### config.mk
export PLATFORM = sky130hd
export DESIGN_NAME = temp_measure_ctrl
export DESIGN_NICKNAME = d
export VERILOG_FILES = /design/src/temp_ctrl_pkg.sv /design/src/temp_measure_ctrl.sv /design/src/temp_period_sched.sv
export SDC_FILE = /design/constraint.sdc
export NUM_CORES = 1
export LEC_CHECK = 0
export BUFFER_PORTS_ARGS = -buffer_cell sky130_fd_sc_hd__buf_4
export CAP_MARGIN = 10
export CORE_MARGIN = 3
export CORE_UTILIZATION = 38
export CTS_CLUSTER_DIAMETER = 30
export DETAILED_ROUTE_END_ITERATION = 10
export HOLD_SLACK_MARGIN = 0.12
export PLACE_DENSITY = 0.58
export SLEW_MARGIN = 10
export SYNTH_ARGS = -nofsm -noshare
export SYNTH_HDL_FRONTEND = slang
export SYNTH_SLANG_ARGS = --single-unit
### constraint.sdc
create_clock -name REF_CLK_I -period 8 [get_ports REF_CLK_I]
set_input_delay 0.8 -clock REF_CLK_I [delete_from_list [all_inputs] [get_ports REF_CLK_I]]
set_output_delay 0.8 -clock REF_CLK_I [all_outputs]
set_load 0.01 [all_outputs]
### src/temp_ctrl_pkg.sv
// Package for the temperature measurement control block.
// Assumes a 32-bit AXI4-Lite register bus and a 125 MHz system clock.
package temp_ctrl_pkg;

	// Register offsets. Printed offsets are not word aligned, so each is an index.
	localparam logic [15:0] IDX_TEST_MUX        = 16'h2502;
	localparam logic [15:0] IDX_TEST_MUX_TWO    = 16'h2503;
	localparam logic [15:0] IDX_REMOTE_MUX      = 16'h270a;
	localparam logic [15:0] IDX_TEMP_CTRL       = 16'h28a0;
	localparam logic [15:0] IDX_ONESHOT         = 16'h28b4;
	localparam logic [15:0] IDX_RESULT_LO       = 16'h2881;
	localparam logic [15:0] IDX_RESULT_HI       = 16'h2882;
	localparam logic [15:0] IDX_MODE           = 16'h2f00;

	// Field positions in the temperature control byte
	localparam int PERIOD_LSB    = 0;
	localparam int BUSY_BIT      = 3;
	localparam int BATMEAS_BIT   = 4;
	localparam int SUPPLY_BIT    = 6;
	localparam int BATSEL_BIT    = 7;
	// Field position in the one-shot byte
	localparam int ONESHOT_BIT   = 6;

	// Reset values
	localparam logic [2:0] PERIOD_RST   = 3'h0;
	localparam logic [2:0] REMOTE_RST   = 3'h0;
	localparam logic [5:0] TEST_MUX_SELECT_RST     = 6'h00;
	localparam logic [4:0] TEST_MUX_TWO_SELECT_RST    = 5'h00;

	// Period field codes
	localparam logic [2:0] PERIOD_OFF   = 3'h0;
	localparam logic [2:0] PERIOD_CONT  = 3'h7;
	localparam int         PERIOD_BASE  = 3;

	// Timing
	localparam int CLK_MHZ         = 125;
	localparam int COMMIT_MS       = 6;
	localparam int COMMIT_CYCLES   = COMMIT_MS * 1000 * CLK_MHZ;

	// Operating modes
	typedef enum logic [1:0] {
		MODE_MISSION  = 2'h0,
		MODE_BROWNOUT = 2'h1,
		MODE_SLEEP    = 2'h2
	} op_mode_t;

	// AXI response codes
	localparam logic [1:0] RESP_OKAY   = 2'h0;
	localparam logic [1:0] RESP_SLVERR = 2'h2;

	// Byte address of a register index
	function automatic logic [17:0] byte_addr(input logic [15:0] idx);
		byte_addr = {idx, 2'h0};
	endfunction : byte_addr

endpackage : temp_ctrl_pkg

### src/temp_measure_ctrl.sv
// Temperature measurement control with AXI4-Lite register access.
// Assumes a sensor front end with a start/done handshake and a 1 s tick.
//
// The AXI4-Lite slave port was chosen for this implementation.
`timescale 1ns/10ps
`default_nettype none
// Contract
// - Period field: off, 2^(3+n) s, continuous
// - Automatic measurements in every mode
// - One-shot start when period is zero
// - One-shot start ignored in sleep
// - Hardware clears start bit when done
// - Start bit reads sensor busy in auto
// - Supply select; sleep forces clock battery
// - Two test mux selects, of 64 and of 32
// - Remote mux select, resets to zero
// - Result register updated per measurement
// - Battery measure enable and select
// - Control byte commit busy locks writes
module temp_measure_ctrl
	import temp_ctrl_pkg::*;
#(
	parameter int COMMIT_CNT = COMMIT_CYCLES,
	parameter int RESULT_W   = 16
)
(
	input  wire logic                REF_CLK_I,
	input  wire logic                RSTN_I,
	input  wire logic [17:0]         AWADDR_I,
	input  wire logic                AWVALID_I,
	output logic                     AWREADY_O,
	input  wire logic [31:0]         WDATA_I,
	input  wire logic [3:0]          WSTRB_I,
	input  wire logic                WVALID_I,
	output logic                     WREADY_O,
	output logic [1:0]               BRESP_O,
	output logic                     BVALID_O,
	input  wire logic                BREADY_I,
	input  wire logic [17:0]         ARADDR_I,
	input  wire logic                ARVALID_I,
	output logic                     ARREADY_O,
	output logic [31:0]              RDATA_O,
	output logic [1:0]               RRESP_O,
	output logic                     RVALID_O,
	input  wire logic                RREADY_I,
	input  wire logic [1:0]          MODE_I,
	input  wire logic                SEC_TICK_I,
	input  wire logic                MEAS_DONE_I,
	input  wire logic [RESULT_W-1:0] MEAS_RESULT_I,
	output logic                     MEAS_START_O,
	output logic                     MEAS_BAT_EN_O,
	output logic                     MEAS_BAT_SEL_O,
	output logic                     SENSOR_SUPPLY_MAIN_O,
	output logic [5:0]               TEST_MUX_SEL_O,
	output logic [4:0]               TEST_MUX_TWO_SEL_O,
	output logic [2:0]               REMOTE_MUX_SEL_O
);

	////////////////////////////////////////////////////////////////////////////////
	// State

	typedef enum logic [1:0] {
		S_IDLE = 2'b00,
		S_MEAS = 2'b01
	} meas_state_t;

	logic                aw_held;
	logic                w_held;
	logic [17:0]         aw_addr;
	logic [31:0]         w_data;
	logic [3:0]          w_strb;
	logic                bvalid;
	logic [1:0]          bresp;
	logic                rvalid;
	logic [31:0]         rdata;
	logic [1:0]          rresp;
	logic [5:0]          test_mux_select;
	logic [4:0]          test_mux_two_select;
	logic [2:0]          remote_sensor_mux_select;
	logic [2:0]          period;
	logic                battery_measure_enable;
	logic                sensor_supply_select;
	logic                battery_select;
	logic                oneshot;
	logic [31:0]         commit_cnt;
	logic [RESULT_W-1:0] temperature_result;
	meas_state_t         state;
	logic                start;

	logic                next_aw_held;
	logic                next_w_held;
	logic [17:0]         next_aw_addr;
	logic [31:0]         next_w_data;
	logic [3:0]          next_w_strb;
	logic                next_bvalid;
	logic [1:0]          next_bresp;
	logic                next_rvalid;
	logic [31:0]         next_rdata;
	logic [1:0]          next_rresp;
	logic [5:0]          next_test_mux_select;
	logic [4:0]          next_test_mux_two_select;
	logic [2:0]          next_remote_sensor_mux_select;
	logic [2:0]          next_period;
	logic                next_battery_measure_enable;
	logic                next_sensor_supply_select;
	logic                next_battery_select;
	logic                next_oneshot;
	logic [31:0]         next_commit_cnt;
	logic [RESULT_W-1:0] next_temperature_result;
	meas_state_t         next_state;
	logic                next_start;

	logic                sleep_mode;
	logic                sched_req;
	logic                do_write;
	logic                oneshot_req;
	logic                commit_busy;

	assign sleep_mode  = (MODE_I == MODE_SLEEP);
	assign commit_busy = (commit_cnt != 32'h0);
	assign do_write    = aw_held && w_held && !bvalid;

	////////////////////////////////////////////////////////////////////////////////
	// Scheduler

	temp_period_sched temp_period_sched_i (
		.clk_i      (REF_CLK_I),
		.rst_n_i    (RSTN_I),
		.period_i   (period),
		.sec_tick_i (SEC_TICK_I),
		.busy_i     (state != S_IDLE),
		.req_o      (sched_req)
	);

	////////////////////////////////////////////////////////////////////////////////
	// Bus and registers

	assign AWREADY_O = !aw_held;
	assign WREADY_O  = !w_held;
	assign ARREADY_O = !rvalid;
	assign BVALID_O  = bvalid;
	assign BRESP_O   = bresp;
	assign RVALID_O  = rvalid;
	assign RDATA_O   = rdata;
	assign RRESP_O   = rresp;

	always_comb
	begin
		next_aw_held                  = aw_held;
		next_w_held                   = w_held;
		next_aw_addr                  = aw_addr;
		next_w_data                   = w_data;
		next_w_strb                   = w_strb;
		next_bvalid                   = bvalid;
		next_bresp                    = bresp;
		next_rvalid                   = rvalid;
		next_rdata                    = rdata;
		next_rresp                    = rresp;
		next_test_mux_select          = test_mux_select;
		next_test_mux_two_select      = test_mux_two_select;
		next_remote_sensor_mux_select = remote_sensor_mux_select;
		next_period                   = period;
		next_battery_measure_enable   = battery_measure_enable;
		next_sensor_supply_select     = sensor_supply_select;
		next_battery_select           = battery_select;
		next_commit_cnt               = commit_busy ? commit_cnt - 32'h1 : commit_cnt;
		oneshot_req                   = 1'b0;

		if (AWVALID_I && !aw_held)
		begin
			next_aw_held = 1'b1;
			next_aw_addr = AWADDR_I;
		end
		if (WVALID_I && !w_held)
		begin
			next_w_held = 1'b1;
			next_w_data = WDATA_I;
			next_w_strb = WSTRB_I;
		end
		if (bvalid && BREADY_I)
			next_bvalid = 1'b0;

		if (do_write)
		begin
			next_aw_held = 1'b0;
			next_w_held  = 1'b0;
			next_bvalid  = 1'b1;
			next_bresp   = RESP_OKAY;
			if (!w_strb[0])
			begin
			end
			else if (aw_addr[17:2] == IDX_TEST_MUX)
			begin
				next_test_mux_select = w_data[5:0];
			end
			else if (aw_addr[17:2] == IDX_TEST_MUX_TWO)
			begin
				next_test_mux_two_select = w_data[4:0];
			end
			else if (aw_addr[17:2] == IDX_REMOTE_MUX)
			begin
				next_remote_sensor_mux_select = w_data[2:0];
			end
			else if (aw_addr[17:2] == IDX_TEMP_CTRL)
			begin
				if (!commit_busy)
				begin
					next_period                 = w_data[PERIOD_LSB +: 3];
					next_battery_measure_enable = w_data[BATMEAS_BIT];
					next_sensor_supply_select   = w_data[SUPPLY_BIT];
					next_battery_select         = w_data[BATSEL_BIT];
					next_commit_cnt             = 32'(COMMIT_CNT);
				end
			end
			else if (aw_addr[17:2] == IDX_ONESHOT)
			begin
				oneshot_req = w_data[ONESHOT_BIT];
			end
			else if (aw_addr[17:2] != IDX_RESULT_LO && aw_addr[17:2] != IDX_RESULT_HI
				&& aw_addr[17:2] != IDX_MODE)
			begin
				next_bresp = RESP_SLVERR;
			end
		end

		if (rvalid && RREADY_I)
			next_rvalid = 1'b0;
		if (ARVALID_I && !rvalid)
		begin
			next_rvalid = 1'b1;
			next_rresp  = RESP_OKAY;
			next_rdata  = 32'h0;
			case (ARADDR_I[17:2])
				IDX_TEST_MUX:     next_rdata = {26'h0, test_mux_select};
				IDX_TEST_MUX_TWO: next_rdata = {27'h0, test_mux_two_select};
				IDX_REMOTE_MUX:   next_rdata = {29'h0, remote_sensor_mux_select};
				IDX_TEMP_CTRL:    next_rdata = {24'h0, battery_select, sensor_supply_select,
					1'b0, battery_measure_enable, commit_busy, period};
				IDX_ONESHOT:      next_rdata = 32'((state != S_IDLE) || oneshot) << ONESHOT_BIT;
				IDX_RESULT_LO:    next_rdata = {24'h0, temperature_result[7:0]};
				IDX_RESULT_HI:    next_rdata = {24'h0, temperature_result[RESULT_W-1:8]};
				IDX_MODE:         next_rdata = {30'h0, MODE_I};
				default:          next_rresp = RESP_SLVERR;
			endcase
		end
	end

	////////////////////////////////////////////////////////////////////////////////
	// Measurement sequencer

	always_comb
	begin
		next_state              = state;
		next_start              = 1'b0;
		next_oneshot            = oneshot;
		next_temperature_result = temperature_result;
		case (state)
			S_IDLE:
			begin
				if (oneshot_req && period == PERIOD_OFF && !sleep_mode)
				begin
					next_oneshot = 1'b1;
					next_state   = S_MEAS;
					next_start   = 1'b1;
				end
				else if (sched_req)
				begin
					next_state = S_MEAS;
					next_start = 1'b1;
				end
			end
			S_MEAS:
			begin
				if (MEAS_DONE_I)
				begin
					next_temperature_result = MEAS_RESULT_I;
					next_oneshot            = 1'b0;
					next_state              = S_IDLE;
				end
			end
			default:
				next_state = S_IDLE;
		endcase
	end

	////////////////////////////////////////////////////////////////////////////////
	// Registers

	always_ff @(posedge REF_CLK_I or negedge RSTN_I)
	begin
		if (!RSTN_I)
		begin
			aw_held                  <= 1'b0;
			w_held                   <= 1'b0;
			aw_addr                  <= 18'h0;
			w_data                   <= 32'h0;
			w_strb                   <= 4'h0;
			bvalid                   <= 1'b0;
			bresp                    <= RESP_OKAY;
			rvalid                   <= 1'b0;
			rdata                    <= 32'h0;
			rresp                    <= RESP_OKAY;
			test_mux_select          <= TEST_MUX_SELECT_RST;
			test_mux_two_select      <= TEST_MUX_TWO_SELECT_RST;
			remote_sensor_mux_select <= REMOTE_RST;
			period                   <= PERIOD_RST;
			battery_measure_enable   <= 1'b0;
			sensor_supply_select     <= 1'b0;
			battery_select           <= 1'b0;
			oneshot                  <= 1'b0;
			commit_cnt               <= 32'h0;
			temperature_result       <= '0;
			state                    <= S_IDLE;
			start                    <= 1'b0;
		end
		else
		begin
			aw_held                  <= next_aw_held;
			w_held                   <= next_w_held;
			aw_addr                  <= next_aw_addr;
			w_data                   <= next_w_data;
			w_strb                   <= next_w_strb;
			bvalid                   <= next_bvalid;
			bresp                    <= next_bresp;
			rvalid                   <= next_rvalid;
			rdata                    <= next_rdata;
			rresp                    <= next_rresp;
			test_mux_select          <= next_test_mux_select;
			test_mux_two_select      <= next_test_mux_two_select;
			remote_sensor_mux_select <= next_remote_sensor_mux_select;
			period                   <= next_period;
			battery_measure_enable   <= next_battery_measure_enable;
			sensor_supply_select     <= next_sensor_supply_select;
			battery_select           <= next_battery_select;
			oneshot                  <= next_oneshot;
			commit_cnt               <= next_commit_cnt;
			temperature_result       <= next_temperature_result;
			state                    <= next_state;
			start                    <= next_start;
		end
	end

	////////////////////////////////////////////////////////////////////////////////
	// Outputs

	assign MEAS_START_O         = start;
	assign MEAS_BAT_EN_O        = battery_measure_enable;
	assign MEAS_BAT_SEL_O       = battery_select;
	assign SENSOR_SUPPLY_MAIN_O = sensor_supply_select && !sleep_mode;
	assign TEST_MUX_SEL_O       = test_mux_select;
	assign TEST_MUX_TWO_SEL_O   = test_mux_two_select;
	assign REMOTE_MUX_SEL_O     = remote_sensor_mux_select;

endmodule : temp_measure_ctrl
`default_nettype wire

### src/temp_period_sched.sv
// Periodic measurement scheduler.
// Assumes a one-cycle second tick synchronous to the clock.
`timescale 1ns/10ps
`default_nettype none
module temp_period_sched
	import temp_ctrl_pkg::*;
#(
	parameter int SEC_W = 10
)
(
	input  wire logic       clk_i,
	input  wire logic       rst_n_i,
	input  wire logic [2:0] period_i,
	input  wire logic       sec_tick_i,
	input  wire logic       busy_i,
	output logic            req_o
);

	logic [SEC_W-1:0] sec_cnt;
	logic [SEC_W-1:0] next_sec_cnt;
	logic [SEC_W-1:0] limit;

	// Period of two to the three plus field
	always_comb
	begin
		limit = SEC_W'((1 << (PERIOD_BASE + 32'(period_i))) - 1);
	end

	always_comb
	begin
		next_sec_cnt = sec_cnt;
		req_o        = 1'b0;
		if (period_i == PERIOD_OFF)
		begin
			next_sec_cnt = '0;
		end
		else if (period_i == PERIOD_CONT)
		begin
			req_o = !busy_i;
		end
		else if (sec_tick_i)
		begin
			if (sec_cnt >= limit)
			begin
				next_sec_cnt = '0;
				req_o        = !busy_i;
			end
			else
			begin
				next_sec_cnt = sec_cnt + 1'b1;
			end
		end
	end

	always_ff @(posedge clk_i or negedge rst_n_i)
	begin
		if (!rst_n_i)
			sec_cnt <= '0;
		else
			sec_cnt <= next_sec_cnt;
	end

endmodule : temp_period_sched
`default_nettype wire

==> impl_metrics.csv <==
group,metric,value,unit
run_status,status,"complete, no violations",
yosys,ys_warn_count,0,
place,hpwlAfterDp,10910,microns
worst_hold_path,hp-class,"in -> async",
clock_tree,clk_pin_slew,0.06,ns
grt,grt_max_degree,79,
yosys,synthCells,557,
grt,grt_overflow,0,
power,p_leak,0.003644,uW
timing,finalClockSkew,0.005726,ns
timing,setup_viol,0,
timing,min_period,3.109,ns
worst_setup_path,worstSetupPathType,"in -> reg",
final_layout,fill_cells,1431,
timing,fmax,321.6,MHz
worst_setup_path,cp_max_fo,6,
yosys,synthArstFlopShare,100.0,%
clock_tree,cts_tree,"yes",
floorplan,die_h,133.0,microns
worst_setup_path,arrival,3.45,ns
yosys,ys.flop_type,"dfrtp_1",
drt,avgRoutedWirePerCell,16.59,microns
timing,period_share,38.87,%
yosys,yosys.area.top_type,"dfrtp_1",
floorplan,die_w,133.0,microns
final_layout,multi_input_area,2928,sq um
place,port_buffers,100,
yosys,synth_compound_area_share,9.690,%
drt,dr.pass1.iters,5,
floorplan,rows,45,
yosys,synth_enable_flop_cells,0,
drt,drc,0,
yosys,synthMuxAreaShare,11.87,%
floorplan,start_util,39.61,%
floorplan,io_pins,158,
worst_setup_path,crit_path_end_kind,"register",
clock_tree,cts-buffers-inserted,17,
final_layout,fin_nets,780,
floorplan,dieArea,17700,sq um
yosys,synth_top_family_by_area,"simple AND/OR/NAND/NOR gates",
final_layout,register_area,3003,sq um
drt,viasPerCell,5.194,
yosys,ys_ff_latch,120,
worst_setup_path,cp-start-kind,"input pin",
final_layout,diodes,0,
drt,vias,4628,
power,powerDensity,294.2,nW/um^2
timing,hold_ws,0.3690,ns
grt,antenna_found_initial,0,
yosys,syn-cell-area,6133,sq um
final_layout,drive_gt1_share,30.59,%
yosys,synthTopCellsByCount,"dfrtp_1 (120), mux2_2 (62), nand2_1 (49)",
drt,wirelength,14780,microns
final_layout,synthToLayoutAreaGrowth,25.07,%
clock_tree,post_cts_buffers,0,
yosys,synthAdderAreaFrac,2.856,%
yosys,synth.most_common_cell,"dfrtp_1",
clock_tree,root_buffer,"clkbuf_16",
grt,grt_pass1_vias,4789,
drt,drtIter0Drc,233,
clock_tree,clk_path_buf_depth,2,
clock_tree,clock_latency,0.42,ns
timing,hold_viol,0,
clock_tree,cts_max_level,4,
worst_setup_path,crit_required,8.34,ns
timing,rsz0062_at_grt,"no",
power,ir_drop,0.0001757,V
run,drv_cap,0,
timing,tightestPinTransition,0.9967,ns
drt,postRouteAntennaNets,0,
floorplan,core,15480,sq um
grt,grt_util_all_layers,17.31,%
place,gp_congestion,0.8924,
power,fin_total_pwr,2257,uW
yosys,synth_xor_area_share,3.856,%
timing,relSlewSlack,33.56,%
yosys,synth_area_per_cell,11.01,sq um
timing,finalSetupTns,0,ns
timing,drv_slew,0,
yosys,synth_seq_area_share,48.96,%
yosys,synthSimpleGateAreaFrac,17.69,%
grt,grt_pass1_wl,24480,microns
yosys,yosysUniqueCellTypes,59,
yosys,synth_area_leaders,"dfrtp_1 (49%), mux2_2 (11%), buf_4 (3.2%), nand2_1 (3.0%), ha_1 (2.9%)",
clock_tree,cts_hold_buf,0,
clock_tree,cts-resized-gates,0,
clock_tree,cts_sinks,120,
yosys,yosys.area.top_type_share,48.96,%
-- sequential cells by signal, summed over array words and instances, names as in the netlist, 5 cells and up --
signal / flops
RDATA_O: 8
TEST_MUX_SEL_O: 6
TEST_MUX_TWO_SEL_O: 5
aw_addr: 16
commit_cnt: 32
temp_period_sched_i.sec_cnt: 10
temperature_result: 16
w_data: 8
-- report_power, final --
group | total (uW) | leakage [uW] | internal (uW) | switching (uW)
Sequential | 907 | 0.00155 | 761 | 145
Clock | 842 | 0.000316 | 568 | 274
Combinational | 508 | 0.00178 | 238 | 270
-- metrics by stage --
stage / utilization [%] / worst slack (ns) / instances / instance area (sq um)
after floorplan: - / 5.010 / 584 / 6235
after global placement: 45.32 / 4.554 / 859 / 7017
after detailed placement: 45.32 / 4.436 / 859 / 7017
after CTS: 49.54 / 4.933 / 891 / 7671
after global routing: 49.54 / 4.747 / 891 / 7671
final: 49.54 / 4.891 / 891 / 7671
-- layout by cell type (no fill, tap or decap), types with 3 or more instances in the layout --
master	instances
a21oi_1	12
a221oi_1	5
a222oi_1	6
a22o_1	10
a22oi_1	6
and3_1	11
buf_4	102
bufinv_16	5
clkbuf_16	17
clkinv_2	3
conb_1	29
dfrtp_1	120
ha_1	14
inv_1	15
mux2_2	62
mux2i_1	3
nand2_1	49
nand2b_1	7
nand3_1	14
nand4_1	4
nor2_1	25
nor2b_1	11
nor3_1	20
nor3b_1	8
nor4_1	11
o2111ai_1	3
o21a_1	4
o21ai_0	25
or3_1	5
or4b_2	3
xnor2_1	11
xor2_1	16
-- worst max-delay path: stages --
cell      delay [ns]
buf_4           0.10
or4b_2          0.73
or3b_2          0.52
nor3b_1         0.72
a222oi_1        0.19
and3_1          0.23
o21ai_0         0.14
-- final timing paths --
check	to	slack [ns]	cells past startpoint	from
max in group asynchronous	RRESP_O[1]$_DFFE_PN0P_	6.23	2	RSTN_I
worst max-delay path	RDATA_O[4]$_DFFE_PN0P_	4.89	7	ARADDR_I[14]
worst max register to register	period[0]$_DFFE_PN0P_	5.02	5	commit_cnt[3]$_DFF_PN0_
worst min register to register	commit_cnt[29]$_DFF_PN0_	0.47	1	commit_cnt[29]$_DFF_PN0_
min in group REF_CLK_I	commit_cnt[29]$_DFF_PN0_	0.47	1	commit_cnt[29]$_DFF_PN0_
worst min-delay path	aw_addr[14]$_DFFE_PN0P_	0.37	1	RSTN_I
-- cells by family after synthesis --
kind of cell / after synthesis
compound gates: 83
xor+xnor: 27
fa+ha+maj: 14
buf+inv: 53
flops: 120
mux: 65
other cells: 2
simple gates: 193
-- routing by layer --
metal  track usage (%)  up-vias  wire length, microns
met5                 0        -                     0
met4             5.947        0                   295
met3             5.247       25                   973
met2             28.10      149                  7153
met1             22.01     2252                  6362
li1                  -     2202                     -
-- final cells by class --
type	count	area share (%)
Clock buffer	20	5.953
Timing Repair Buffer	102	9.982
Tap cell	211	3.442
Inverter	15	0.7340
Clock inverter	12	2.577
Sequential cell	120	39.15
Multi-Input combinational cell	411	38.17
(Power assumes the default switching activity.)
